==> src/smon_pkg.sv <==
package smon_pkg;
  // Frame size and readback layouts; field positions follow the packed order.
  localparam int FRAME_BITS = 32;
  localparam int WR_CRC_BITS = 21;
  localparam int RD_CRC_BITS = 22;
  typedef struct packed {
    logic [4:0] dev;
    logic [5:0] reg_addr;
    logic [7:0] data;
    logic all;
    logic rsv;
    logic [7:0] crc;
    logic [2:0] pad;
  } wr_frame_t;
  typedef struct packed {
    logic [4:0] dev;
    logic [3:0] chan;
    logic [11:0] result;
    logic ack;
    logic [7:0] crc;
    logic [1:0] pad;
  } rd_conv_t;
  typedef struct packed {
    logic [4:0] dev;
    logic [5:0] reg_addr;
    logic [7:0] data;
    logic [1:0] zero;
    logic ack;
    logic [7:0] crc;
    logic [1:0] pad;
  } rd_reg_t;
  // One conversion result as it travels through the buffer.
  typedef struct packed {
    logic [3:0] chan;
    logic [11:0] result;
  } conv_t;
  // Register offsets.
  localparam logic [5:0] ADDR_BAL_FIRST = 6'h15;
  localparam logic [5:0] ADDR_PD = 6'h1b;
  localparam logic [5:0] ADDR_RB = 6'h1c;
  localparam logic [5:0] ADDR_GATE = 6'h1d;
  localparam int NUM_BAL = 6;
  // Field positions and reset values.
  localparam int CODE_LSB = 3;
  localparam int RB_LSB = 2;
  localparam int GATE_BIT = 0;
  localparam logic [7:0] REG_RESET = 8'h00;
  localparam logic [4:0] DEV_RESET = 5'h00;
  localparam logic [5:0] RB_CONV = 6'h00;
  // Check polynomial and start value; plain defaults.
  localparam logic [7:0] CRC_POLY = 8'h2f;
  localparam logic [7:0] CRC_INIT = 8'h00;
  // Timing.
  localparam int CLK_PERIOD_NS = 4;
  localparam int NS_PER_S = 1000000000;
  localparam int STEP_S = 75;
  localparam int SEC_CYCLES = NS_PER_S / CLK_PERIOD_NS;
  localparam int FIFO_DEPTH = 8;
endpackage

==> src/conv_fifo.sv <==
`timescale 1ns/10ps
`default_nettype none
module conv_fifo #(
  parameter int WIDTH = 16,
  parameter int DEPTH = 8
) (
  input wire logic clk_i, // Clock.
  input wire logic reset_n_i, // Synchronous reset, active low.
  input wire logic [WIDTH-1:0] in_data_i, // Write data.
  input wire logic in_valid_i, // Write request.
  output logic in_ready_o, // Room available.
  output logic [WIDTH-1:0] out_data_o, // Head word.
  output logic out_valid_o, // Head word valid.
  input wire logic out_ready_i // Pop request.
);
  localparam int AW = $clog2(DEPTH);
  logic [WIDTH-1:0] mem [DEPTH];
  logic [AW-1:0] wr_ptr;
  logic [AW-1:0] rd_ptr;
  logic [AW:0] count;
  logic push;
  logic pop;

  // Handshakes honour full and empty.
  assign in_ready_o = (count != (AW+1)'(DEPTH));
  assign out_valid_o = (count != '0);
  assign push = in_valid_i & in_ready_o;
  assign pop = out_ready_i & out_valid_o;
  assign out_data_o = mem[rd_ptr];

  // Storage array.
  always_ff @(posedge clk_i)
  begin
    if (push)
      mem[wr_ptr] <= in_data_i;
  end

  // Pointers and fill level.
  always_ff @(posedge clk_i)
  begin
    if (!reset_n_i)
    begin
      wr_ptr <= '0;
      rd_ptr <= '0;
      count <= '0;
    end
    else
    begin
      if (push)
        wr_ptr <= (wr_ptr == AW'(DEPTH - 1)) ? '0 : wr_ptr + 1'b1;
      if (pop)
        rd_ptr <= (rd_ptr == AW'(DEPTH - 1)) ? '0 : rd_ptr + 1'b1;
      count <= count + (AW+1)'(push) - (AW+1)'(pop);
    end
  end
endmodule // conv_fifo
`default_nettype wire

==> src/stack_monitor_serial_cmd_port.sv <==
// Overview of operation
// - Balance timer code in bits 7..3.
// - Auto power-down after programmed 75 s steps.
// - Power-down, readback, gating registers reset zero.
// - Readback select zero returns conversion results.
// - Readback select address in bits 7..2.
// - Gating bit holds convert start high.
// - Sample input falling, drive output rising.
// - Chip select frames; may start conversions.
// - One 32-bit frame per register write.
// - Five-bit chain address, reset zero, lockable.
// - Device address travels LSB first.
// - Register addresses are six bits.
// - Write data field is eight bits.
// - Broadcast bit makes every device write.
// - Bad write check discards the command.
// - Readback frames carry address, data, ack, check.
// - Conversions read as consecutive frames.
// - Each result tagged with four-bit channel.
// - Addressing supports twenty chained devices.
// - Write check in bits 10..3, MSB first.
// - Readback check over 31..10 into 9..2.
// - Acknowledge bit reports previous write executed.
// - Response out while next command in.
`timescale 1ns/10ps
`default_nettype none
module stack_monitor_serial_cmd_port #(
  parameter int SEC_CYC = smon_pkg::SEC_CYCLES
) (
  input wire logic mclk_i, // System clock, 250 MHz.
  input wire logic reset_n_i, // Synchronous reset, active low.
  input wire logic cs_n_i, // Chip select pin, active low.
  input wire logic sclk_i, // Serial clock pin.
  input wire logic serial_data_in_i, // Serial command input.
  output logic serial_data_out_o, // Serial response output.
  input wire logic convert_start_n_i, // Convert start pin, active low.
  output logic convert_start_n_o, // Internal gated convert start, active low.
  input wire logic cs_convert_en_i, // Start conversions on chip select release.
  output logic cs_convert_o, // Conversion start pulse.
  input wire logic [4:0] dev_addr_i, // Chain position to take while unlocked.
  input wire logic addr_lock_i, // Freezes the chain address.
  output logic [4:0] device_addr_o, // Current chain address.
  input wire smon_pkg::conv_t conv_i, // Conversion result from the converter.
  input wire logic conv_valid_i, // Result valid.
  output logic conv_ready_o, // Buffer can take a result.
  output logic powerdown_o, // Power-down request.
  output logic [5:0] balance_active_o // Balance timer running per cell.
);
  import smon_pkg::*;

  ////////////////////////////////////////////////////////////////////////////
  // Declarations.
  logic [3:0] sync1;
  logic [3:0] sync2;
  logic [3:0] prev;
  logic cs_s;
  logic sclk_s;
  logic sdi_s;
  logic cnv_s;
  logic sclk_fall;
  logic sclk_rise;
  logic cs_fall;
  logic cs_rise;
  logic [31:0] rx;
  logic [31:0] tx;
  logic [5:0] bit_cnt;
  logic [4:0] device_addr;
  logic write_ack;
  logic [7:0] powerdown_delay;
  logic [7:0] readback_select;
  logic [7:0] convert_start_gating;
  logic [7:0] balance_on_time [NUM_BAL];
  logic [4:0] bal_left [NUM_BAL];
  logic [4:0] pd_left;
  logic pd_run;
  logic [31:0] sec_cnt;
  logic [6:0] step_cnt;
  logic step_tick;
  wr_frame_t wf;
  logic [4:0] wf_dev;
  logic crc_ok;
  logic exec;
  logic [5:0] rb_addr;
  conv_t head;
  logic head_valid;
  logic pop;
  rd_conv_t next_conv;
  rd_reg_t next_reg;

  // Bit reversal for the address field that moves LSB first.
  function automatic logic [4:0] rev5(input logic [4:0] a);
    rev5 = {a[0], a[1], a[2], a[3], a[4]};
  endfunction

  // Serial check over the top nbits of a frame, MSB first.
  function automatic logic [7:0] crc8(input logic [31:0] w, input int nbits);
    logic [7:0] c;
    logic fb;
    c = CRC_INIT;
    for (int i = 0; i < FRAME_BITS; i++)
    begin
      if (i < nbits)
      begin
        fb = c[7] ^ w[31-i];
        c = {c[6:0], 1'b0} ^ (fb ? CRC_POLY : 8'h00);
      end
    end
    crc8 = c;
  endfunction

  // Register read decode.
  function automatic logic [7:0] reg_read(input logic [5:0] a);
    reg_read = 8'h00;
    if (a >= ADDR_BAL_FIRST && a < ADDR_BAL_FIRST + 6'(NUM_BAL))
      reg_read = balance_on_time[3'(a - ADDR_BAL_FIRST)];
    else if (a == ADDR_PD)
      reg_read = powerdown_delay;
    else if (a == ADDR_RB)
      reg_read = readback_select;
    else if (a == ADDR_GATE)
      reg_read = convert_start_gating;
  endfunction

  ////////////////////////////////////////////////////////////////////////////
  // Pin synchronisers; the second stage and its delayed copy are read.
  always_ff @(posedge mclk_i)
  begin
    if (!reset_n_i)
    begin
      sync1 <= 4'hf;
      sync2 <= 4'hf;
      prev <= 4'hf;
    end
    else
    begin
      sync1 <= {convert_start_n_i, serial_data_in_i, sclk_i, cs_n_i};
      sync2 <= sync1;
      prev <= sync2;
    end
  end

  assign cs_s = sync2[0];
  assign sclk_s = sync2[1];
  assign sdi_s = sync2[2];
  assign cnv_s = sync2[3];
  assign sclk_fall = prev[1] & ~sclk_s & ~cs_s;
  assign sclk_rise = ~prev[1] & sclk_s & ~cs_s;
  assign cs_fall = prev[0] & ~cs_s;
  assign cs_rise = ~prev[0] & cs_s;

  ////////////////////////////////////////////////////////////////////////////
  // Receive shifter and bit counter.
  always_ff @(posedge mclk_i)
  begin
    if (!reset_n_i)
    begin
      rx <= '0;
      bit_cnt <= '0;
    end
    else if (cs_s)
      bit_cnt <= '0;
    else if (sclk_fall)
    begin
      rx <= {rx[30:0], sdi_s};
      if (bit_cnt != 6'(FRAME_BITS))
        bit_cnt <= bit_cnt + 6'h01;
    end
  end

  assign wf = wr_frame_t'(rx);
  assign wf_dev = rev5(wf.dev);
  assign crc_ok = (crc8(rx, WR_CRC_BITS) == wf.crc);
  assign exec = cs_rise && bit_cnt == 6'(FRAME_BITS) && crc_ok && (wf.all || wf_dev == device_addr);

  always_ff @(posedge mclk_i)
  begin
    if (!reset_n_i)
      write_ack <= 1'b0;
    else if (cs_rise && bit_cnt == 6'(FRAME_BITS))
      write_ack <= exec;
  end

  ////////////////////////////////////////////////////////////////////////////
  // twenty-device chain address
  always_ff @(posedge mclk_i)
  begin
    if (!reset_n_i)
      device_addr <= DEV_RESET;
    else if (!addr_lock_i)
      device_addr <= dev_addr_i;
  end

  assign device_addr_o = device_addr;

  always_ff @(posedge mclk_i)
  begin
    if (!reset_n_i)
    begin
      powerdown_delay <= REG_RESET;
      readback_select <= REG_RESET;
      convert_start_gating <= REG_RESET;
    end
    else if (exec)
    begin
      if (wf.reg_addr == ADDR_PD)
        powerdown_delay <= wf.data;
      if (wf.reg_addr == ADDR_RB)
        readback_select <= wf.data;
      if (wf.reg_addr == ADDR_GATE)
        convert_start_gating <= wf.data;
    end
  end

  ////////////////////////////////////////////////////////////////////////////
  // Step tick: one pulse every 75 seconds.
  always_ff @(posedge mclk_i)
  begin
    if (!reset_n_i)
    begin
      sec_cnt <= '0;
      step_cnt <= '0;
    end
    else if (sec_cnt == 32'(SEC_CYC - 1))
    begin
      sec_cnt <= '0;
      step_cnt <= (step_cnt == 7'(STEP_S - 1)) ? '0 : step_cnt + 7'h01;
    end
    else
      sec_cnt <= sec_cnt + 32'h1;
  end

  assign step_tick = (sec_cnt == 32'(SEC_CYC - 1)) && (step_cnt == 7'(STEP_S - 1));

  always_ff @(posedge mclk_i)
  begin
    if (!reset_n_i)
    begin
      pd_left <= '0;
      pd_run <= 1'b0;
      powerdown_o <= 1'b0;
    end
    else if (exec && wf.reg_addr == ADDR_PD)
    begin
      pd_left <= wf.data[7:CODE_LSB];
      pd_run <= (wf.data[7:CODE_LSB] != 5'h00);
      powerdown_o <= step_tick && pd_run && (pd_left == 5'h01); // An expiry in the same cycle still wins.
    end
    else if (step_tick && pd_run)
    begin
      pd_left <= pd_left - 5'h01;
      if (pd_left == 5'h01)
      begin
        pd_run <= 1'b0;
        powerdown_o <= 1'b1;
      end
    end
  end

  for (genvar i = 0; i < NUM_BAL; i++)
  begin : g_bal
    always_ff @(posedge mclk_i)
    begin
      if (!reset_n_i)
      begin
        balance_on_time[i] <= REG_RESET;
        bal_left[i] <= '0;
      end
      else if (exec && wf.reg_addr == ADDR_BAL_FIRST + 6'(i))
      begin
        balance_on_time[i] <= wf.data;
        bal_left[i] <= wf.data[7:CODE_LSB];
      end
      else if (step_tick && bal_left[i] != 5'h00)
        bal_left[i] <= bal_left[i] - 5'h01;
    end
    assign balance_active_o[i] = (bal_left[i] != 5'h00);
  end

  ////////////////////////////////////////////////////////////////////////////
  // convert start gating
  always_ff @(posedge mclk_i)
  begin
    if (!reset_n_i)
      convert_start_n_o <= 1'b1;
    else
      convert_start_n_o <= convert_start_gating[GATE_BIT] | cnv_s;
  end

  always_ff @(posedge mclk_i)
  begin
    if (!reset_n_i)
      cs_convert_o <= 1'b0;
    else
      cs_convert_o <= cs_rise & cs_convert_en_i;
  end

  ////////////////////////////////////////////////////////////////////////////
  // result buffer
  conv_fifo #(
    .WIDTH($bits(conv_t)),
    .DEPTH(FIFO_DEPTH)
  ) u_fifo (
    .clk_i(mclk_i),
    .reset_n_i(reset_n_i),
    .in_data_i(conv_i),
    .in_valid_i(conv_valid_i),
    .in_ready_o(conv_ready_o),
    .out_data_o(head),
    .out_valid_o(head_valid),
    .out_ready_i(pop)
  );

  assign rb_addr = readback_select[7:RB_LSB];
  assign pop = cs_fall && rb_addr == RB_CONV;

  always_comb
  begin
    next_conv = '0;
    next_conv.dev = rev5(device_addr);
    next_conv.chan = head_valid ? head.chan : 4'h0;
    next_conv.result = head_valid ? head.result : 12'h000;
    next_conv.ack = write_ack;
    next_conv.crc = crc8(32'(next_conv), RD_CRC_BITS);
  end

  always_comb
  begin
    next_reg = '0;
    next_reg.dev = rev5(device_addr);
    next_reg.reg_addr = rb_addr;
    next_reg.data = reg_read(rb_addr);
    next_reg.ack = write_ack;
    next_reg.crc = crc8(32'(next_reg), RD_CRC_BITS);
  end

  always_ff @(posedge mclk_i)
  begin
    if (!reset_n_i)
      tx <= '0;
    else if (cs_fall)
      tx <= (rb_addr == RB_CONV) ? 32'(next_conv) : 32'(next_reg);
    else if (sclk_rise)
      tx <= {tx[30:0], 1'b0};
  end

  assign serial_data_out_o = tx[31];
endmodule // stack_monitor_serial_cmd_port
`default_nettype wire

==> config.mk <==
export PLATFORM = sky130hd
export DESIGN_NAME = stack_monitor_serial_cmd_port
export DESIGN_NICKNAME = d
export VERILOG_FILES = /design/src/smon_pkg.sv /design/src/conv_fifo.sv /design/src/stack_monitor_serial_cmd_port.sv
export SDC_FILE = /design/constraint.sdc
export NUM_CORES = 1
export LEC_CHECK = 0
export ABC_AREA = 0
export BUFFER_PORTS_ARGS = -buffer_cell sky130_fd_sc_hd__buf_2
export CAP_MARGIN = 20
export CORE_ASPECT_RATIO = 1.25
export CORE_MARGIN = 2
export CORE_UTILIZATION = 45
export CTS_BUF_LIST = sky130_fd_sc_hd__clkbuf_4 sky130_fd_sc_hd__clkbuf_8
export DETAILED_ROUTE_END_ITERATION = 12
export GPL_TIMING_DRIVEN = 0
export HOLD_SLACK_MARGIN = 0.05
export PLACE_DENSITY = 0.71
export SLEW_MARGIN = 10
export SYNTH_ARGS = -nofsm -noshare
export SYNTH_HDL_FRONTEND = slang
export SYNTH_SLANG_ARGS = --single-unit
==> constraint.sdc <==
create_clock -name mclk_i -period 4.15 [get_ports mclk_i]
set_input_delay 0.2075 -clock mclk_i [delete_from_list [all_inputs] [get_ports mclk_i]]
set_output_delay 0.2075 -clock mclk_i [all_outputs]
set_load 0.005 [all_outputs]
# Yosys cells after proc, flatten, opt, wreduce, memory -nomap -nowiden
# Memories as Yosys holds them, arrays and structs flattened. A register that Yosys moved wholly into a read port is not among the register bits.
# Cells that the tools add are included.
[word_totals]
reg_bits = 168
latchBits = 0
ramBits = 206
rom_bits = 0
inputBits = 30
output_inout_bits = 16
wordCells = 397
mem_count = 3
[memory_table]
columns = ["name", "depth", "width", "rd", "rd_ports_with_merged_regs", "write_ports", "line_no", "rtl"]
rows = [
  ["u_fifo.mem", 8, 16, 1, 1, 1, "conv_fifo.sv:17", "logic [WIDTH-1:0] mem [DEPTH];"],
  ["balance_on_time", 6, 8, 1, 0, 6, "stack_monitor_serial_cmd_port.sv:72", "logic [7:0] balance_on_time [NUM_BAL];"],
  ["bal_left", 6, 5, 6, 0, 6, "stack_monitor_serial_cmd_port.sv:73", "logic [4:0] bal_left [NUM_BAL];"],
]
[classes]
n_addsub = 15
multipliers = 0
div = 0
order_cmp = 2
eq_ne = 22
shifts = 0
muxes = 145
n_bitwise = 147
n_reduce_logical = 42
[op_table]
columns = ["op", "n"]
rows = [
  ["XOR 8 x 6 -> 8 bit", 56],
  ["two-way mux 6 bit", 60],
  ["two-way mux 8 bit", 10],
  ["== test 6 x 5 -> 1 bit (second input constant)", 12],
  ["two-way mux 5 bit", 14],
  ["two-way mux 32 bit", 2],
  ["XOR 1 bit", 52],
  ["two-way mux 1 bit", 51],
  ["nonzero test 5 bit", 7],
  ["subtractor 5 x 1 -> 5 bit (second input constant)", 7],
  ["adder 32 x 1 -> 32 bit (second input constant)", 1],
  ["== test 32 x 28 -> 1 bit (second input constant)", 1],
  ["two-way mux 27 bit", 1],
  ["logical AND 1 bit", 21],
  ["OR 1 bit", 19],
  ["XOR 7 x 6 -> 7 bit", 2],
  ["two-way mux 12 bit", 1],
  ["two-way mux 3 bit", 4],
  ["AND reduction 2 bit", 6],
  ["bitwise AND 1 bit", 9],
  ["== test 8 bit", 1],
  ["adder 7 x 1 -> 7 bit (second input constant)", 1],
  ["== test 7 bit (second input constant)", 1],
  ["two-way mux 7 bit", 1],
  ["other kinds (21)", 33],
]

# Depth between registers and ports, before layout
[depth]
depth_word = 67
depth_mapped = 15
ltp_nobuf = 13

# Modules after synthesis
# From an unflattened synthesis, not the netlist that was laid out.
[hier_totals]
hier_cells = 1676
area_unflattened_um2 = 18816.8
[by_module_without_submodules]
columns = ["mod", "instances", "cells_each", "area_per_inst_um2", "seq_area_each_um2"]
rows = [
  ["stack_monitor_serial_cmd_port", 1, 1414, 13203.9, 5465.2],
  ["conv_fifo", 1, 262, 5612.9, 4103.9],
]

# Worst setup path before layout
# No wires, ideal clock.
[synth_timing]
path_kind = "register -> register"
from = "register readback_select[2]"
to = "register tx[7]"
setup_ns = 0.129
arrival_ns = 4.123
required_ns = 4.021
path_slack_ns = -0.102
stages_incl_launch_ff = 15
path_buffers = 3
synth_period_minus_slack_ns = 4.252
path_cell_list = "dfxtp_1 > clkbuf_1 > buf_2 > inv_1 > ha_1 > buf_1 > mux2_2 > mux4_2 > a2bb2oi_1 > xnor3_1 > xor3_1 > xor2_1 > xnor2_1 > o21ai_0 > a21oi_1"
[synth_between]
elab_chain_cells = 25
elab_cells_between_ends = 48
cone_classes = "add/sub (1); order compare (2); eq/ne (3); mux (17); bitwise (22); reduce/logical (2); memory (1)"
[synth_lines]
columns = ["element", "line_no", "rtl"]
rows = [
  ["start: declaration", "stack_monitor_serial_cmd_port.sv:70", "logic [7:0] readback_select;"],
  ["start signal: assignment", "stack_monitor_serial_cmd_port.sv:208", "readback_select <= wf.data;"],
  ["parallel branches: the longest is 23 deep, another holds memory (6 x 8 bit)", "-", ""],
  ["two-way mux 27 bit (*)", "stack_monitor_serial_cmd_port.sv:341", "tx <= (rb_addr == RB_CONV) ? 32'(next_conv) : 32'(next_reg);"],
  ["two-way mux 32 bit (*)", "stack_monitor_serial_cmd_port.sv:340", "else if (cs_fall)"],
  ["end signal: assignment", "stack_monitor_serial_cmd_port.sv:341", ""],
  ["end signal: assignment", "stack_monitor_serial_cmd_port.sv:343", "tx <= {tx[30:0], 1'b0};"],
  ["end: declaration", "stack_monitor_serial_cmd_port.sv:65", "logic [31:0] tx;"],
]
# Mark *: on every way between the ends.
# A chain may end at the register's enable or synchronous reset.

# Worst setup path in the final report
[layout_timing]
from = "register readback_select[2]"
to = "register tx[9]"
[layout_between]
elab_chain_cells = 24
elab_cells_between_ends = 44
cone_classes = "add/sub (1); order compare (2); eq/ne (3); mux (15); bitwise (20); reduce/logical (2); memory (1)"
[layout_lines]
columns = ["element", "line_no"]
rows = [
  ["parallel branches: the longest is 22 deep, another holds memory (6 x 8 bit)", "-"],
  ["two-way mux 27 bit (*)", "stack_monitor_serial_cmd_port.sv:341"],
  ["two-way mux 32 bit (*)", "stack_monitor_serial_cmd_port.sv:340"],
]
# Marks and branches as above.

==> summary.md <==
| Metric | Value |
|---|---|
| Status | `complete, no violations` |
| Core box area | `39900 sq um` |
| Crit-path cells | `buf_6 > buf_8 > inv_1 > ha_2 > buf_6 > mux2_2 > mux4_2 > a2bb2oi_4 > xnor3_1 > xor3_2 > xor2_1 > nand2_1 > a21oi_1 > a311oi_1` |
| CTS clock-pin slew for the worst setup and hold paths | `0.07 ns` |
| Slew HR | `0.305` |
| Post-synthesis sequential area ratio | `0.528` |
| # diodes | `0` |
| Fin crit period | `4.02 ns` |
| Place WS | `-0.808 ns` |
| CTS tree | `built` |
| Synth unique cells | `71` |
| Max-Cap Viols | `0` |
| Synth async-reset ratio | `0` |
| Reg-to-reg startpoint | `readback_select[2]` |
| Largest net degree at the start of global routing | `16` |
| Overall routing resource usage | `0.204` |
| Setup TNS | `0 ns` |
| Die W | `184 microns` |
| DP Area | `19100 sq um` |
| Vias in the first global route | `12900` |
| EDFF count, synth | `206` |
| Worst hold path class | `primary input to register` |
| Final Net Count | `1836` |
| Routed vias | `12800` |
| Worst Min Path Start | `conv_valid_i` |
| Lkg Pwr | `0.00756 uW` |
| Cell area after layout | `20900 sq um` |
| Period utilization | `0.968` |
| Slowest cell on crit path | `mux4_2` |
| GRT Residual Overflow | `0` |
| DRC Markers | `0` |
| I/O Pins | `46` |
| Total wire length | `43.3 mm` |
| # clock sinks | `375` |
| Hold path cells | `4` |
| Cell Rows | `82` |
| Worst-margin pin slew | `1.04 ns` |
| Achievable Freq | `249 MHz` |
| Cells after synthesis | `1609` |
| Worst Setup Start Kind | `register` |
| Ys flop type | `edfxtp_1` |
| Maximum clock path buffer count | `3` |
| Antenna violations before repair | `0` |
| Min-Delay Endpoint | `u_fifo.wr_ptr[2]` |
| Crit Path Category | `register to register` |
| H-Tree Level Count | `2` |
| Avg Synthesized Cell Area | `11.3 sq um` |
| Die height | `228 microns` |
| Layout Skew | `0.0171 ns` |
| Via density | `5.49` |
| Final Wtd Congestion | `0.912` |
| Maximum vdd drop | `1.02 mV` |
| Root buffer cell | `clkbuf_8` |
| Routed len/inst | `18.6 microns` |
| Final Max Slew Viols | `0` |
| Fin. Hold Viols | `0` |
| First-pass GRT wire length | `67.5 mm` |
| Setup slack, reg-to-reg | `0.13 ns` |
| Worst EP arrival | `4.54 ns` |
| Cell count of the worst reg-to-reg path | `14` |
| Yosys warns | `0` |
| TritonRoute pass-1 iters | `5` |
| Most frequent CP cell | `buf_6` |
| Num CTS Buffers | `59` |
| Drt first-iter violations | `767` |
| CP peak stage delay | `0.55 ns` |
| Number of buffers added on ports | `44` |
| Crit end category | `register` |
| CP required | `4.67 ns` |
| Pwr Density | `591 nW/um^2` |
| Syn_nets | `1667` |
| Filler cells | `3441` |
| FF+latch count, synth | `375` |
| Fin Hold WS | `0.132 ns` |
| Initial Util | `0.454` |
| Antenna Nets Post-Route | `0` |
| Crit path setup slack, layout | `0.134 ns` |
| R2r endpoint | `tx[9]` |
| Fraction of layout cells with a size suffix above 1 | `0.158` |
| HPWL Detailed | `30.4 mm` |
| Mapped Area | `18100 sq um` |
| Die area | `41900 sq um` |
| Final setup fails | `0` |
| Worst-Skew Late Latency | `0.62 ns` |
| Max FO, Critical Path | `10` |
| Synthesis-to-layout area growth | `15.4%` |
## state kept, by name, indices dropped and copies added, names as in the netlist, 7 cells and up, named ones only
| register | cells |
|---|---|
| u_fifo.mem | 128 |
| balance_on_time | 48 |
| rx | 32 |
| sec_cnt | 32 |
| bal_left | 30 |
| tx | 30 |
| convert_start_gating | 8 |
| powerdown_delay | 8 |
| readback_select | 8 |
| step_cnt | 7 |
## worst max path at each step
| stage | slack, ns | cells after the start | startpoint | end |
|---|---|---|---|---|
| after floorplan | 0.02 | 11 | rx[20] | bal_left[3][0] |
| after global placement | -0.85 | 11 | rx[20] | bal_left[3][0] |
| after detailed placement | -0.81 | 14 | readback_select[2] | tx[7] |
| after CTS | 0.01 | 15 | readback_select[2] | tx[7] |
| after global routing | -0.02 | 12 | rx[27] | bal_left[4][4] |
| final | 0.13 | 14 | readback_select[2] | tx[9] |
## timing repair
| action | CTS | global route |
|---|---|---|
| hold endpoints to repair | 140 | 0 |
| hold buffers | 32 | 0 |
| pin swaps | 4 | 6 |
| endpoints found under the setup margin | 92 | 51 |
| buffers inserted | 6 | 14 |
| resized for setup | 18 | 19 |
## placed cells by master (no fill, tap or decap), types with 16 or more instances in the layout
master	synthesis	final
xnor2_1	122	120
o21ai_0	29	27
ha_1	27	26
clkbuf_4	0	17
inv_1	41	41
clkbuf_8	0	62
mux4_2	29	29
a21oi_1	58	58
nand3_1	32	32
nor3_1	24	20
dlygate4sd3_1	0	32
buf_4	7	37
edfxtp_1	206	206
xor2_1	77	75
clkbuf_1	56	52
dfxtp_1	169	167
and2_1	24	24
nand2_1	216	213
nand4_1	19	19
nor2_1	145	142
buf_2	19	62
mux2i_1	67	66
xnor3_1	17	16
nand2b_1	18	18
## per-stage QoR
stage | power, uW | instances | util
2_1_floorplan | 8470 | 1609 | -
3_3_place_gp | 9190 | 2157 | 0.476
3_5_place_dp | 9200 | 2170 | 0.480
4_1_cts | 12400 | 2317 | 0.520
5_1_grt | 13100 | 2330 | 0.524
6_report | 12400 | 2330 | 0.524
## layout make-up
type	instances	area [sq um]	share of cell area
flip-flops and latches	375	9570	0.457
multi-input cells	1099	8150	0.389
clock buffers	78	973	0.0465
repair buffers	109	811	0.0387
well taps	504	631	0.0301
plain buffers	93	438	0.0209
clock inverters	31	201	0.00963
inverters	41	154	0.00735
## worst max-delay path: cells and delay by family (launching register included)
family	cells	cell delay (ns)
AND/OR/NAND/NOR	1	0.11
adder cells (fa/ha/maj)	1	0.37
XOR/XNOR	3	1.09
AO/OA/AOI/OAI	3	0.50
multiplexers	2	0.91
flip-flops	1	0.37
buffers and inverters	4	0.54
## Yosys cell counts (all sizes together), types with 18 or more instances
cell	n	area (sq um)
nor3	24	120
and2	24	150
mux4	29	653
nand4	19	119
nand2	216	811
ha	27	338
mux2i	67	671
nand3	32	160
nor2	148	563
nand2b	18	113
inv	41	154
buf	37	196
o21ai	29	145
clkbuf	57	215
edfxtp	206	6190
a21oi	58	290
xor2	78	691
xnor3	20	454
dfxtp	169	3380
xnor2	123	1080
## layer usage
layer / global-route usage / share of wire
met1: 0.237 / 0.39
met2: 0.368 / 0.52
met3: 0.0331 / 0.051
met4: 0.0893 / 0.040
met5: 0 / 0
## cell families (layout without fill, tap and decap cells)
logic type,count (synthesis),after routing,share of synthesized area
compound gates,189,189,0.0716
xor+xnor,226,226,0.129
fa+ha+maj,28,28,0.0197
buf+inv,135,352,0.0312
flops,375,375,0.528
mux,106,106,0.0792
simple gates,550,550,0.141
## where the power goes
| part | switching (uW) | internal, uW | leakage, uW |
|---|---|---|---|
| clock network | 1460 | 1650 | 0.000603 |
| logic | 2350 | 2760 | 0.00362 |
| registers | 76.1 | 4070 | 0.00334 |
| total | 3880 | 8490 | 0.00756 |
No activity file was read; power rests on OpenSTA's default activity.
